$ cat src/verilog/pwm_ctl_pkg.sv
package pwm_ctl_pkg;
  // ------------------------------------------------------------
  // Register indexes, byte address is four times the index
  // ------------------------------------------------------------
  localparam logic [7:0] IDX_MODE      = 8'h1A;
  localparam logic [7:0] IDX_SYNC      = 8'h1B;
  localparam logic [7:0] IDX_PRESET    = 8'h1C;
  localparam logic [7:0] IDX_MASK_BUF  = 8'h1D;
  localparam logic [7:0] IDX_PROTECT   = 8'h20;
  localparam int         IDX_LSB       = 2;
  localparam int         IDX_MSB       = 9;
  localparam logic [2:0] HSIZE_WORD    = 3'h2;
  localparam logic [1:0] HRESP_OKAY    = 2'h0;
  // ------------------------------------------------------------
  // Reset values
  // ------------------------------------------------------------
  localparam logic [7:0] RST_MODE      = 8'h04;
  localparam logic [7:0] RST_SYNC      = 8'h00;
  localparam logic [7:0] RST_PRESET    = 8'h00;
  localparam logic [7:0] RST_MASK      = 8'h00;
  // ------------------------------------------------------------
  // Mode register fields
  // ------------------------------------------------------------
  localparam int MODE_IRQ_EN   = 7;
  localparam int MODE_FLT_HI   = 6;
  localparam int MODE_FLT_LO   = 5;
  localparam int MODE_SELFTEST = 4;
  localparam int MODE_ROUTE    = 3;
  localparam int MODE_UNLOCK   = 2;
  localparam int MODE_PRESET   = 1;
  localparam int MODE_EXT_EN   = 0;
  // ------------------------------------------------------------
  // Sync register fields and protect register field
  // ------------------------------------------------------------
  localparam int SYNC_SW       = 7;
  localparam int SYNC_EXT_HI   = 6;
  localparam int SYNC_EXT_LO   = 4;
  localparam int SYNC_MASK_SEL = 3;
  localparam int SYNC_RELOAD   = 2;
  localparam int SYNC_UPPER    = 1;
  localparam int SYNC_LOWER    = 0;
  localparam int PROT_LOCK     = 0;

  typedef enum logic [1:0] {
    FLT_OFF       = 2'b00,
    FLT_EVEN_MAN  = 2'b01,
    FLT_ALL_MAN   = 2'b10,
    FLT_ALL_AUTO  = 2'b11
  } fault_mode_t;
endpackage : pwm_ctl_pkg

$ cat src/verilog/ctl_ifs.sv
`timescale 1ns/10ps
interface reg_access_if;
  logic       wr;
  logic [7:0] widx;
  logic [7:0] wdata;
  logic       rd;
  logic [7:0] ridx;
  logic [7:0] rdata;
  modport port (output wr, widx, wdata, rd, ridx, input rdata);
  modport regs (input wr, widx, wdata, rd, ridx, output rdata);
endinterface : reg_access_if

interface trig_pulse_if #(parameter int N = 3);
  logic [N-1:0] pulse;
  modport src (output pulse);
  modport dst (input pulse);
endinterface : trig_pulse_if

$ cat src/verilog/trig_edge_detect.sv
`timescale 1ns/10ps
module trig_edge_detect #(
  parameter int N = 3
) (
  input  wire logic         clk,
  input  wire logic         srst,
  input  wire logic         ce,
  input  wire logic [N-1:0] trig_in,
  trig_pulse_if.src         tp
);
  logic [N-1:0] s1;
  logic [N-1:0] s2;
  logic [N-1:0] s3;
  logic [N-1:0] level;
  logic [N-1:0] pulse;

  always_ff @(posedge clk) begin
    if (srst) begin
      s1 <= '0;
      s2 <= '0;
      s3 <= '0;
    end else if (ce) begin
      s1 <= trig_in;
      s2 <= s1;
      s3 <= s2;
    end
  end

  // A change counts once the second and third stages agree
  always_ff @(posedge clk) begin
    if (srst) begin
      level <= '0;
      pulse <= '0;
    end else if (ce) begin
      level <= ((s2 ~^ s3) & s3) | (~(s2 ~^ s3) & level);
      pulse <= (s2 ~^ s3) & s3 & ~level;
    end
  end

  assign tp.pulse = pulse;
endmodule : trig_edge_detect

$ cat src/verilog/ahb_reg_port.sv
`timescale 1ns/10ps
module ahb_reg_port
  import pwm_ctl_pkg::*;
(
  input  wire logic        clk,
  input  wire logic        srst,
  input  wire logic        ce,
  input  wire logic        hsel,
  input  wire logic [31:0] haddr,
  input  wire logic [1:0]  htrans,
  input  wire logic        hwrite,
  input  wire logic [2:0]  hsize,
  input  wire logic [31:0] hwdata,
  input  wire logic        hready,
  output logic             hreadyout,
  output logic [1:0]       hresp,
  output logic [31:0]      hrdata,
  reg_access_if.port       bus
);
  logic       take;
  logic       word_ok;
  logic       dph_active;
  logic       dph_wr;
  logic [7:0] dph_idx;

  assign take    = hsel && htrans[1] && hready && ce;
  assign word_ok = (hsize == HSIZE_WORD) && (haddr[1:0] == 2'h0) && (haddr[31:10] == '0);

  // ------------------------------------------------------------
  // Address phase capture
  // ------------------------------------------------------------
  always_ff @(posedge clk) begin
    if (srst) begin
      dph_active <= 1'b0;
      dph_wr     <= 1'b0;
      dph_idx    <= 8'h00;
    end else if (ce) begin
      dph_active <= take;
      dph_wr     <= take && hwrite && word_ok;
      dph_idx    <= haddr[IDX_MSB:IDX_LSB];
    end
  end

  always_ff @(posedge clk) begin
    if (srst) begin
      hrdata <= '0;
    end else if (bus.rd) begin
      hrdata <= {24'h000000, bus.rdata};
    end
  end

  assign bus.rd    = take && !hwrite && word_ok;
  assign bus.ridx  = haddr[IDX_MSB:IDX_LSB];
  assign bus.wr    = dph_wr && ce;
  assign bus.widx  = dph_idx;
  assign bus.wdata = hwdata[7:0];
  // Clock enable low stretches a pending data phase
  assign hreadyout = ce || !dph_active;
  assign hresp     = HRESP_OKAY;
endmodule : ahb_reg_port

$ cat src/verilog/pwm_mode_sync_control.sv
// The AHB-Lite interface to the registers is this design's own decision.
`timescale 1ns/10ps
module pwm_mode_sync_control
  import pwm_ctl_pkg::*;
#(
  parameter int N_EXT = 3,
  parameter int N_CH  = 8
) (
  input  wire logic            clk,
  input  wire logic            srst,
  input  wire logic            ce,
  input  wire logic            hsel,
  input  wire logic [31:0]     haddr,
  input  wire logic [1:0]      htrans,
  input  wire logic            hwrite,
  input  wire logic [2:0]      hsize,
  input  wire logic [31:0]     hwdata,
  input  wire logic            hready,
  output logic                 hreadyout,
  output logic [1:0]           hresp,
  output logic [31:0]          hrdata,
  input  wire logic [N_EXT-1:0] ext_trig_in,
  input  wire logic            fault_flag,
  input  wire logic            cnt_at_limit,
  input  wire logic            cnt_at_start,
  output logic                 fault_irq,
  output logic                 fault_ctrl_on,
  output logic                 fault_even_only,
  output logic                 fault_auto_clear,
  output logic                 capture_selftest_enable,
  output logic                 extended_feature_enable,
  output logic                 write_protect_off,
  output logic                 preset_strobe,
  output logic [N_CH-1:0]      channel_preset_level,
  output logic [N_CH-1:0]      output_mask_register,
  output logic                 limit_value_load,
  output logic                 start_value_load,
  output logic                 counter_reload,
  output logic                 sync_event
);
  // ------------------------------------------------------------
  // Bus front end and trigger inputs
  // ------------------------------------------------------------
  reg_access_if        rb ();
  trig_pulse_if #(.N(N_EXT)) tp ();

  ahb_reg_port u_port (
    .clk       (clk),
    .srst      (srst),
    .ce        (ce),
    .hsel      (hsel),
    .haddr     (haddr),
    .htrans    (htrans),
    .hwrite    (hwrite),
    .hsize     (hsize),
    .hwdata    (hwdata),
    .hready    (hready),
    .hreadyout (hreadyout),
    .hresp     (hresp),
    .hrdata    (hrdata),
    .bus       (rb.port)
  );

  trig_edge_detect #(.N(N_EXT)) u_edge (
    .clk     (clk),
    .srst    (srst),
    .ce      (ce),
    .trig_in (ext_trig_in),
    .tp      (tp.src)
  );

  function automatic logic wr_to(input logic [7:0] idx);
    wr_to = rb.wr && (rb.widx == idx);
  endfunction : wr_to

  // ------------------------------------------------------------
  // Register state
  // ------------------------------------------------------------
  logic              fault_irq_enable;
  fault_mode_t       fault_handling_select;
  logic              sync_trigger_routing_select;
  logic              protect_unlock;
  logic              lock_armed;
  logic [7:0]        sync_cfg;
  logic [N_CH-1:0]   output_preset_register;
  logic [N_CH-1:0]   mask_buffer;
  logic              limit_pending;
  logic              software_sync_trigger;
  logic [N_EXT-1:0]  ext_select;
  logic              output_mask_sync_select;
  logic              counter_reload_on_sync;
  logic              upper_boundary_update;
  logic              lower_boundary_update;

  assign software_sync_trigger   = sync_cfg[SYNC_SW];
  assign ext_select              = sync_cfg[SYNC_EXT_HI:SYNC_EXT_LO];
  assign output_mask_sync_select = sync_cfg[SYNC_MASK_SEL];
  assign counter_reload_on_sync  = sync_cfg[SYNC_RELOAD];
  assign upper_boundary_update   = sync_cfg[SYNC_UPPER];
  assign lower_boundary_update   = sync_cfg[SYNC_LOWER];

  // ------------------------------------------------------------
  // Mode register, open and protected fields
  // ------------------------------------------------------------
  always_ff @(posedge clk) begin
    if (srst) begin
      fault_irq_enable            <= RST_MODE[MODE_IRQ_EN];
      sync_trigger_routing_select <= RST_MODE[MODE_ROUTE];
    end else if (ce && wr_to(IDX_MODE)) begin
      fault_irq_enable            <= rb.wdata[MODE_IRQ_EN];
      sync_trigger_routing_select <= rb.wdata[MODE_ROUTE];
    end
  end

  always_ff @(posedge clk) begin
    if (srst) begin
      fault_handling_select   <= fault_mode_t'(RST_MODE[MODE_FLT_HI:MODE_FLT_LO]);
      capture_selftest_enable <= RST_MODE[MODE_SELFTEST];
      extended_feature_enable <= RST_MODE[MODE_EXT_EN];
    end else if (ce && wr_to(IDX_MODE) && protect_unlock) begin
      fault_handling_select   <= fault_mode_t'(rb.wdata[MODE_FLT_HI:MODE_FLT_LO]);
      capture_selftest_enable <= rb.wdata[MODE_SELFTEST];
      extended_feature_enable <= rb.wdata[MODE_EXT_EN];
    end
  end

  // ------------------------------------------------------------
  // Write protection unlock sequence
  // ------------------------------------------------------------
  always_ff @(posedge clk) begin
    if (srst) begin
      lock_armed <= 1'b0;
    end else if (ce) begin
      if (rb.rd && rb.ridx == IDX_PROTECT && !protect_unlock) begin
        lock_armed <= 1'b1;
      end else if (wr_to(IDX_MODE) || wr_to(IDX_PROTECT)) begin
        lock_armed <= 1'b0;
      end
    end
  end

  always_ff @(posedge clk) begin
    if (srst) begin
      protect_unlock <= RST_MODE[MODE_UNLOCK];
    end else if (ce) begin
      if (wr_to(IDX_PROTECT) && rb.wdata[PROT_LOCK]) begin
        protect_unlock <= 1'b0;
      end else if (wr_to(IDX_MODE) && rb.wdata[MODE_UNLOCK] && lock_armed) begin
        protect_unlock <= 1'b1;
      end
    end
  end

  assign write_protect_off = protect_unlock;

  // ------------------------------------------------------------
  // Fault mode decode and interrupt request
  // ------------------------------------------------------------
  always_comb begin
    fault_ctrl_on    = 1'b0;
    fault_even_only  = 1'b0;
    fault_auto_clear = 1'b0;
    case (fault_handling_select)
      FLT_OFF:      fault_ctrl_on = 1'b0;
      FLT_EVEN_MAN: begin
        fault_ctrl_on   = 1'b1;
        fault_even_only = 1'b1;
      end
      FLT_ALL_MAN:  fault_ctrl_on = 1'b1;
      FLT_ALL_AUTO: begin
        fault_ctrl_on    = 1'b1;
        fault_auto_clear = 1'b1;
      end
      default:      fault_ctrl_on = 1'b0;
    endcase
  end

  always_ff @(posedge clk) begin
    if (srst) begin
      fault_irq <= 1'b0;
    end else if (ce) begin
      fault_irq <= fault_irq_enable && fault_ctrl_on && fault_flag;
    end
  end

  // ------------------------------------------------------------
  // Sync configuration, preset levels and mask buffer
  // ------------------------------------------------------------
  always_ff @(posedge clk) begin
    if (srst) begin
      sync_cfg <= RST_SYNC;
    end else if (ce && wr_to(IDX_SYNC)) begin
      sync_cfg <= rb.wdata;
    end
  end

  always_ff @(posedge clk) begin
    if (srst) begin
      output_preset_register <= RST_PRESET[N_CH-1:0];
    end else if (ce && wr_to(IDX_PRESET)) begin
      output_preset_register <= rb.wdata[N_CH-1:0];
    end
  end

  assign channel_preset_level = output_preset_register;

  always_ff @(posedge clk) begin
    if (srst) begin
      preset_strobe <= 1'b0;
    end else if (ce) begin
      preset_strobe <= wr_to(IDX_MODE) && rb.wdata[MODE_PRESET];
    end
  end

  always_ff @(posedge clk) begin
    if (srst) begin
      mask_buffer <= RST_MASK[N_CH-1:0];
    end else if (ce && wr_to(IDX_MASK_BUF)) begin
      mask_buffer <= rb.wdata[N_CH-1:0];
    end
  end

  // ------------------------------------------------------------
  // Trigger routing
  // ------------------------------------------------------------
  logic sw_trig;
  logic hw_trig;
  logic limit_trig;
  logic mask_trig;
  logic boundary_on;
  logic boundary_hit;
  logic limit_fire;

  assign sw_trig = wr_to(IDX_SYNC) && rb.wdata[SYNC_SW];
  assign hw_trig = |(tp.pulse & ext_select);
  assign limit_trig = sw_trig || (hw_trig && !sync_trigger_routing_select);
  assign mask_trig  = hw_trig || (sw_trig && !sync_trigger_routing_select);

  assign boundary_on  = upper_boundary_update || lower_boundary_update;
  assign boundary_hit = (upper_boundary_update && cnt_at_limit) ||
                        (lower_boundary_update && cnt_at_start);
  assign limit_fire   = (limit_pending || limit_trig) && (!boundary_on || boundary_hit);

  // A trigger arriving with the boundary hit is consumed, never lost
  always_ff @(posedge clk) begin
    if (srst) begin
      limit_pending <= 1'b0;
    end else if (ce) begin
      limit_pending <= (limit_pending || limit_trig) && !limit_fire;
    end
  end

  // ------------------------------------------------------------
  // Buffered register loads
  // ------------------------------------------------------------
  always_ff @(posedge clk) begin
    if (srst) begin
      limit_value_load <= 1'b0;
      start_value_load <= 1'b0;
      sync_event       <= 1'b0;
      counter_reload   <= 1'b0;
    end else if (ce) begin
      limit_value_load <= limit_fire;
      start_value_load <= limit_fire && upper_boundary_update && cnt_at_limit;
      sync_event       <= limit_trig || mask_trig;
      counter_reload   <= mask_trig && counter_reload_on_sync;
    end
  end

  always_ff @(posedge clk) begin
    if (srst) begin
      output_mask_register <= RST_MASK[N_CH-1:0];
    end else if (ce && (!output_mask_sync_select || mask_trig)) begin
      output_mask_register <= mask_buffer;
    end
  end

  // ------------------------------------------------------------
  // Read mux
  // ------------------------------------------------------------
  always_comb begin
    rb.rdata = 8'h00;
    case (rb.ridx)
      IDX_MODE: begin
        rb.rdata = {fault_irq_enable, fault_handling_select, capture_selftest_enable,
                    sync_trigger_routing_select, protect_unlock, 1'b0,
                    extended_feature_enable};
      end
      IDX_SYNC:     rb.rdata = sync_cfg;
      IDX_PRESET:   rb.rdata = output_preset_register;
      IDX_MASK_BUF: rb.rdata = output_mask_register;
      IDX_PROTECT:  rb.rdata = {7'h00, !protect_unlock};
      default:      rb.rdata = 8'h00;
    endcase
  end
endmodule : pwm_mode_sync_control

$ cat config.mk
export PLATFORM = sky130hd
export DESIGN_NAME = pwm_mode_sync_control
export DESIGN_NICKNAME = d
export VERILOG_FILES = /design/src/verilog/pwm_ctl_pkg.sv /design/src/verilog/ctl_ifs.sv /design/src/verilog/trig_edge_detect.sv /design/src/verilog/ahb_reg_port.sv /design/src/verilog/pwm_mode_sync_control.sv
export SDC_FILE = /design/constraint.sdc
export NUM_CORES = 1
export LEC_CHECK = 0
export BUFFER_PORTS_ARGS = -buffer_cell sky130_fd_sc_hd__buf_4
export CORE_ASPECT_RATIO = 1.5
export CORE_UTILIZATION = 45
export CTS_CLUSTER_SIZE = 8
export DETAILED_ROUTE_END_ITERATION = 16
export HOLD_SLACK_MARGIN = 0.1
export PLACE_DENSITY = 0.79
export SYNTH_ARGS = -nofsm -noshare
export SYNTH_HDL_FRONTEND = slang
export SYNTH_SLANG_ARGS = --single-unit
$ cat constraint.sdc
create_clock -name clk -period 3.3 [get_ports clk]
set_input_delay 0.99 -clock clk [delete_from_list [all_inputs] [get_ports clk]]
set_output_delay 0.99 -clock clk [all_outputs]
set_load 0.02 [all_outputs]
## Yosys cells after proc, flatten, opt, wreduce, memory -nomap -nowiden

Cells that the tools add are included.

| storage, ports and cells | value |
|---|---|
| memory bits (read-only) | 0 |
| bits of input ports | 81 |
| latch bits | 0 |
| memories | 0 |
| output and inout bits | 63 |
| flip-flop bits (word level) | 80 |
| word-level logic and storage cells | 122 |
| bits in writable memories | 0 |

| cells by class | value |
|---|---|
| div/mod/pow operators | 0 |
| reductions and logical operators | 65 |
| multiply operators | 0 |
| $add $sub $neg | 0 |
| shift-type cells | 0 |
| multiplexer cells | 8 |
| equality and inequality tests | 14 |
| $lt $le $gt $ge | 0 |
| bitwise gates (word level) | 8 |

Operators by type and width:

| operator | count |
|---|---|
| $eq 8x5->1 const B | 8 |
| $pmux 8 s5 | 1 |
| $logic_and 1x1->1 | 39 |
| $logic_not 22->1 | 1 |
| $eq 8x6->1 const B | 2 |
| $and 3x3->3 | 4 |
| $logic_or 1x1->1 | 10 |
| $logic_not 1->1 | 7 |
| $mux 1 | 6 |
| $not 3->3 | 2 |
| $reduce_or 3->1 | 2 |
| $eq 2x2->1 const B | 2 |
| $logic_not 2->1 | 2 |
| $reduce_and 2->1 | 2 |
| $reduce_bool 2->1 | 2 |
| $eq 3x2->1 const B | 1 |
| $or 3x3->3 | 1 |
| $xnor 3x3->3 | 1 |
| $eq 2x1->1 const B | 1 |
| $pmux 1 s2 | 1 |

## Longest topological paths before layout

Gate-level depths: netlist (run 1).

| logic depth | value |
|---|---|
| word-level depth | 9 |
| mapped depth | 6 |

## Cells and area by module

From an unflattened synthesis (run 1), not the netlist that was laid out.

| second synthesis, totals | value |
|---|---|
| cells, all modules | 429 |
| area total of the unflattened synthesis | 4015.1 µm² |

By module, submodules not included:

| module | cells each | area an instance (µm²) | sequential area each (µm²) | times used |
|---|---|---|---|---|
| pwm_mode_sync_control | 245 | 2259.7 | 940.9 | 1 |
| ahb_reg_port | 123 | 1107.3 | 360.3 | 1 |
| trig_edge_detect | 61 | 648.1 | 300.3 | 1 |

## Worst setup path before layout (run 1)

No wires, ideal clock.

| timing path | value |
|---|---|
| path kind | in2out |
| start | in ce |
| end | out hreadyout |
| arrival time | 1731 ps |
| slack | 579 ps |
| buffers on the path | 2 |
| data required time | 2310 ps |
| cell stages on the path | 4 |
| cell sequence | buf_2 inv_1 clkbuf_1 nand2_1 |

| on the way | value |
|---|---|
| cells in the longest elaborated chain, start to end | 1 |

RTL lines:

| what | line | source |
|---|---|---|
| start: declaration | pwm_mode_sync_control.sv:11 | `input wire logic ce,` |
| $logic_or 1x1->1 | ahb_reg_port.sv:58 | `assign hreadyout = ce \|\| !dph_active;` |
| end: declaration | pwm_mode_sync_control.sv:19 | `output logic hreadyout,` |

Every way passes these cells.

## Worst setup path in the final report (run 1)

| timing path | value |
|---|---|
| start | in haddr[21] |
| end | reg u_port.hrdata[6] |

| on the way | value |
|---|---|
| cells in the longest elaborated chain, start to end | 3 |

RTL lines:

| what | line | source |
|---|---|---|
| start: declaration | pwm_mode_sync_control.sv:13 | `input wire logic [31:0] haddr,` |
| $logic_not 22->1 | ahb_reg_port.sv:27 | `assign word_ok = (hsize == HSIZE_WORD) && (haddr[1:0] == 2'h0) && (haddr[31:10] == '0);` |
| $logic_and 1x1->1 | ahb_reg_port.sv:27 |  |
| $logic_and 1x1->1 | ahb_reg_port.sv:52 | `assign bus.rd = take && !hwrite && word_ok;` |
| end signal: assignment | ahb_reg_port.sv:48 | `hrdata <= {24'h000000, bus.rdata};` |
| end: declaration | ahb_reg_port.sv:17 | `output logic [31:0] hrdata,` |

Every way passes these cells.
A chain may end at the register's enable or synchronous reset.

==> run metrics, run 1 <==
count of flip-flops with a built-in enable after synthesis=0; switching share of power=0.2139; data required time of the worst path=3500 ps; part of the power in the clock network=0.495; crit path capture type=register; final critical-path setup slack=702.9 ps; initial antenna violation count=0; pins over their slew limit=0; Worst Max-Slew Pin Slew=845.3 ps; starting density of the core=0.4712; Slew headroom=0.4365; Combinational Power Share=0.078; mean post-synth cell area=9.279 sq um; cells resized by post-CTS repair=0; overall track demand over capacity in global routing=0.2262; final standard cell utilization of the core=0.6044; Congestion Overflow GR=0; largest net degree at the start of global routing=47; Post-Place Setup Slack=367.2 ps; number of buffers added on ports=92; total wire length=9.042 mm; area of the core=0.007759 sq mm; I/O pin count=144; fraction of met1 tracks used by global routing=0.2504; highest clock rate=385.0 MHz; reported net switching power=0.4930 mW; startpoint types=input port; Peak VDD IR=0.0003350 V; setup TNS=0 ps; drt pass-1 iters=4; top-area cell type share of the netlist area=0.4381; drt first-iter violations=173; CTS clock-pin slew for the worst setup and hold paths=60 ps; internal power contribution=1.812 mW; total standard cell area after synthesis=0.003656 sq mm; number of global-route vias before repair=3,110; final-report setup violation count=0; share of final-layout standard cells stronger than drive strength 1=0.2567; TritonCTS sink count=80; post-synthesis sequential area ratio=0.4381; synth top area cells=sky130_fd_sc_hd__dfxtp_1 44%, sky130_fd_sc_hd__mux2i_1 14%, sky130_fd_sc_hd__buf_4 5.5%, sky130_fd_sc_hd__nor2_1 4.9%, sky130_fd_sc_hd__nand2_1 3.4%; Ys Warns=0; clock root buffer=sky130_fd_sc_hd__clkbuf_16; RSZ-0062 raised after global routing=false; share of power burned in registers=0.427; async set or reset register ratio after synthesis=0; Clock Tree Buf Depth=2; post-layout instance count excluding filler cells=589; top cell types by occurrence after synthesis=80 x sky130_fd_sc_hd__dfxtp_1, 51 x sky130_fd_sc_hd__mux2i_1, 48 x sky130_fd_sc_hd__nor2_1; cell depth of the worst flop-to-flop path=4; max-cap violation count=0; slack of the worst reg-to-reg path=1310 ps; clk_lat worst skew=330 ps; global-route wire length before repair=14.50 mm; crit path kind=input port to register; Synth Register Bits=80; met3 Track Usage GR=0.06822; leakage power figure=2.032 nW; cell taking the most area after synthesis=sky130_fd_sc_hd__dfxtp_1; Final GP Congestion=0.8083; Remaining DRCs=0; die area=0.008497 sq mm; number of distinct standard cells referenced by the synthesized netlist=47; number of fillers in the final layout=673; CTS Hold Bufs=0; number of cells produced by synthesis=394; most heavily used metal layer in global routing=met2; final net count=566; R2R Path End=lock_armed; Layout area overhead=28.27%; Hold Vio Cnt, Final=0; Routed Antenna Nets=0; H-tree depth reported by CTS=3; number of CTS-inserted buffers=9; beginning of the critical path=haddr[21]; beginning of the worst register-to-register path=u_port.bus.widx[2]; Critical Path AT=2790 ps; DR WL/cell=15.35 microns; detail-routed via count per cell=5.358; Max Fanout on Critical Path=7; end point of the critical path=u_port.hrdata[6]; number of placement rows=39; final worst clock skew=8.348 ps; met2 Use GR=0.3780; dpl cells=573; number of buffers added for setup after CTS=0; total power=2.305 mW; post-route fraction of the period consumed by the critical path=0.7870; x dimension of the die=75.60 microns; detailed-placement wirelength estimate=6.481 mm; shortest period the worst path allows=2597 ps; die height=112.4 microns; Most used DFF post-synth=sky130_fd_sc_hd__dfxtp_1; clock tree from TritonCTS=yes; final antenna diode count=0; vias after detailed routing=3,156; Power per Cell Area=491.4 mW/mm^2; status=complete, no violations; path class of the lowest-slack min-delay path=register to register; leading cell type by number of instances after synthesis=sky130_fd_sc_hd__dfxtp_1
-- cells in the final DEF (no fill, tap or decap), drive strengths merged, types with 4 or more instances in the layout --
master,count
nor2b,6
nand4,7
nand2,33
mux2i,51
nand3b,6
a22oi,8
buf,101
dfxtp,80
conb,26
a21oi,14
nor2,48
clkbuf,11
a21o,7
nand3,5
inv,11
a221oi,6
and4b,4
o22ai,7
nor4,4
nor4b,5
-- per-layer routing --
layer,up-vias,part of all wire
met5,-,0
met4,0,0.023
met3,17,0.064
met2,116,0.52
met1,1498,0.40
li1,1525,-
-- power by group through the flow --
stage | Sequential (mW) | Clock, mW | Combinational (mW)
2_1_floorplan | 1.00 | 0 | 0.122
3_3_place_gp | 1.01 | 0 | 0.175
3_5_place_dp | 1.01 | 0 | 0.178
4_1_cts | 0.985 | 1.15 | 0.179
5_1_grt | 0.986 | 1.20 | 0.196
6_report | 0.985 | 1.14 | 0.179
-- how the worst min path moves through the flow --
| stage | cells after the start | endpoint | slack (ps) | start |
|---|---|---|---|---|
| after global placement | 2 | output_mask_register[6] | 440 | mask_buffer[6] |
| after floorplan | 2 | u_edge.tp.pulse[0] | 430 | u_edge.tp.pulse[0] |
| after global routing | 2 | output_mask_register[6] | 480 | mask_buffer[6] |
| final | 2 | u_edge.tp.pulse[0] | 460 | u_edge.tp.pulse[0] |
| after detailed placement | 2 | u_edge.tp.pulse[0] | 450 | u_edge.tp.pulse[0] |
| after CTS | 2 | u_edge.tp.pulse[0] | 460 | u_edge.tp.pulse[0] |
-- per-stage QoR --
step / hold slack [ps] / cell area (sq um)
after floorplan: 431.5 / 3750
after global placement: 443.7 / 4343
after detailed placement: 446.8 / 4343
after CTS: 457.6 / 4690
after global routing: 479.2 / 4690
final: 459.9 / 4690
-- worst max-delay path: stages --
cell and delay, ps:
sky130_fd_sc_hd__buf_4 100, sky130_fd_sc_hd__or4_1 540, sky130_fd_sc_hd__or4_4 590, sky130_fd_sc_hd__o31ai_4 440
sky130_fd_sc_hd__o22ai_1 130
-- cells by family after synthesis --
kind of cell             share of synthesized area
AO/OA/AOI/OAI                               0.1263
adder cells (fa/ha/maj)                    0.01027
buffers and inverters                      0.09137
flip-flops                                  0.4381
multiplexers                                0.1489
other                                     0.001026
AND/OR/NAND/NOR                             0.1841
-- area by class of cell --
| class | count | area (sq um) | area share |
|---|---|---|---|
| Sequential cell | 80 | 1602 | 0.3415 |
| Clock buffer | 11 | 242.7 | 0.05176 |
| Timing Repair Buffer | 101 | 758.2 | 0.1617 |
| Multi-Input combinational cell | 279 | 1814 | 0.3869 |
| Clock inverter | 5 | 103.9 | 0.02215 |
| Tap cell | 102 | 127.6 | 0.02721 |
| Inverter | 11 | 41.29 | 0.008805 |
-- registers in the layout (all words and copies together), names as in the netlist, 2 cells and up, named ones only --
signal / cells
channel_preset_level: 8
fault_handling_select: 2
mask_buffer: 8
output_mask_register: 8
sync_cfg: 8
u_edge.s1: 3
u_edge.s2: 3
u_edge.s3: 3
u_edge.tp.pulse: 3
u_port.bus.widx: 8
u_port.hrdata: 8
Power figures use the tool's default switching activity.
==> inputs of run 2 (changes only) <==
Clock period 3.3 ns to 2.7 ns, I/O delays scaled along.
==> run 2 against run 1 <==
Sequential cell count unchanged; critical path depth up 1; worst setup slack worse by 310 ps; highest routed layer unchanged; largest cell class unchanged; first-iteration DRC count up 46%; die area unchanged; clock power up 4%; critical path type unchanged; via count up 0.22%.
==> run metrics, run 2 (same netlist as run 1, synthesis figures left out) <==
post-layout instance count excluding filler cells=594 (+0.85%); die height=112.4 microns (unchanged); CTS Hold Bufs=0 (unchanged); initial antenna violation count=0 (unchanged); Peak VDD IR=0.0003536 V (+5.5%); data required time of the worst path=2900 ps (-600 ps); path class of the lowest-slack min-delay path=register to register; I/O pin count=144 (unchanged); met3 Track Usage GR=0.05655 (-0.01167); total power=2.612 mW (+13%); Final GP Congestion=0.7914 (-2.1%); internal power contribution=2.024 mW (+12%); die area=0.008497 sq mm (unchanged); Slew headroom=0.5936 (+0.1572); dpl cells=579 (+1.0%); RSZ-0062 raised after global routing=false; starting density of the core=0.4712 (unchanged); share of final-layout standard cells stronger than drive strength 1=0.2622 (+0.005522); Congestion Overflow GR=0 (unchanged); number of buffers added on ports=92 (unchanged); count of buffer and inverter cells on the critical path=2 (+1); worst-path cell with the longest stage delay=sky130_fd_sc_hd__or4_4; crit path kind=input port to register; category of cells accounting for the largest share of critical-path delay=simple AND/OR/NAND/NOR gates; startpoint types=input port; leading cell types in the layout, fill and taps excluded=106 x sky130_fd_sc_hd__buf_4, 80 x sky130_fd_sc_hd__dfxtp_1, 51 x sky130_fd_sc_hd__mux2i_1; Worst Max-Slew Pin Slew=601.1 ps (-244.2 ps); shortest period the worst path allows=2308 ps; drt pass-1 iters=4 (unchanged); final net count=572 (+1.1%); TritonCTS sink count=80 (unchanged); met2 Use GR=0.3923 (+0.01429); switching share of power=0.2251 (+0.01115); clk_lat worst skew=330 ps (about the same); Max Fanout on Critical Path=7 (unchanged); number of buffers added for setup after CTS=0 (unchanged); most heavily used metal layer in global routing=met2; CP Cell Sequence=buf_4, or4_1, or4_4, o31ai_4, buf_12, o22ai_1; Remaining DRCs=0 (unchanged); global-route wire length before repair=14.75 mm (+1.7%); Critical Path AT=2510 ps (-280 ps); area of the core=0.007759 sq mm (unchanged); drt first-iter violations=252 (+46%); number of placement rows=39 (unchanged); number of fillers in the final layout=691 (+2.7%); number of CTS-inserted buffers=9 (unchanged); crit path capture type=register; reported net switching power=0.5879 mW (+19%); highest clock rate=433.3 MHz; Combinational Power Share=0.086 (+0.008); clock tree from TritonCTS=yes; detail-routed via count per cell=5.325 (-0.62%); status=complete, no violations; cells resized by post-CTS repair=0 (unchanged); vias after detailed routing=3,163 (+0.22%); most common cell after layout, fill and taps aside=sky130_fd_sc_hd__buf_4; CTS clock-pin slew for the worst setup and hold paths=60 ps (about the same); x dimension of the die=75.60 microns (unchanged); Layout area overhead=28.27% (unchanged); setup TNS=0 ps (unchanged); detailed-placement wirelength estimate=6.657 mm (+2.7%); max-cap violation count=0 (unchanged); post-route fraction of the period consumed by the critical path=0.8548; overall track demand over capacity in global routing=0.2319 (+0.005704); final antenna diode count=0 (unchanged); fraction of met1 tracks used by global routing=0.2670 (+0.01654); final worst clock skew=7.605 ps (-0.7428 ps); final-report setup violation count=0 (unchanged); pins over their slew limit=0 (unchanged); Power per Cell Area=557.0 mW/mm^2 (+13%); Hold Vio Cnt, Final=0 (unchanged); DR WL/cell=15.35 microns (about the same); total wire length=9.117 mm (+0.83%); largest net degree at the start of global routing=43 (-8.5%); leakage power figure=2.036 nW (+0.18%); delay contributed by the slowest stage of the critical path=580 ps (about the same); part of the power in the clock network=0.453 (-0.042); clock root buffer=sky130_fd_sc_hd__clkbuf_16; Routed Antenna Nets=0 (unchanged); Clock Tree Buf Depth=2 (unchanged); H-tree depth reported by CTS=3 (unchanged); share of power burned in registers=0.461 (+0.034); number of global-route vias before repair=3,069 (-1.3%)
==> run 2: cell count changes in the layout (fill, tap and decap cells not counted) <==
cell / previous run / this run
sky130_fd_sc_hd__buf_4: 101 / 106
sky130_fd_sc_hd__bufinv_16: 3 / 1
sky130_fd_sc_hd__buf_12: 0 / 1
sky130_fd_sc_hd__clkbuf_1: 1 / 2
sky130_fd_sc_hd__clkinv_4: 1 / 0
sky130_fd_sc_hd__clkinvlp_4: 0 / 1
==> run 2: area by class of cell <==
type | instances | area, sq um | area share
Multi-Input combinational cell | 279 | 1814 | 0.3869
Timing Repair Buffer | 107 | 815.8 | 0.1740
Inverter | 11 | 41.29 | 0.008805
Clock inverter | 3 | 42.54 | 0.009072
Sequential cell | 80 | 1602 | 0.3415
Tap cell | 102 | 127.6 | 0.02721
Clock buffer | 12 | 246.5 | 0.05256
==> run 2: power by group through the flow <==
stage                     registers, mW  clock network, mW  logic (mW)
after floorplan                    1.23                  0       0.149
after global placement             1.23                  0       0.219
after detailed placement           1.23                  0       0.223
after CTS                          1.20               1.19       0.224
after global routing               1.20               1.26       0.244
final                              1.20               1.18       0.224
==> run 2: through the flow <==
step           hold WS [ps]  utilization  setup WS, ps  instance area (sq um)
6_report              459.6       0.6044         392.1                   4690
5_1_grt               488.3       0.6044         335.2                   4690
4_1_cts               465.8       0.6044         391.5                   4690
3_5_place_dp          458.1       0.5672         38.87                   4400
3_3_place_gp          444.0       0.5672         84.66                   4400
2_1_floorplan         431.5            -         289.7                   3750
==> run 2: path summary, 6_finish.rpt <==
kind	slack [ps]	cells after the start	from	end
max reg2reg	670	4	u_port.bus.widx[2]	output_mask_register[2]
min	460	2	mask_buffer[5]	output_mask_register[5]
max	390	6	haddr[21]	u_port.hrdata[5]
min reg2reg	460	2	mask_buffer[5]	output_mask_register[5]
==> run 2: worst reg2reg max path, stage by stage, from the launching register on <==
cell and delay [ps]:
sky130_fd_sc_hd__dfxtp_1 350, sky130_fd_sc_hd__nor4b_1 580, sky130_fd_sc_hd__nand4_1 280, sky130_fd_sc_hd__a31oi_4 480, sky130_fd_sc_hd__mux2i_1 260
==> run 2: metal layers <==
layer | part of all wire | up-vias
li1 | - | 1534
met4 | 0.025 | 0
met1 | 0.39 | 1495
met5 | 0 | -
met3 | 0.061 | 21
met2 | 0.52 | 113
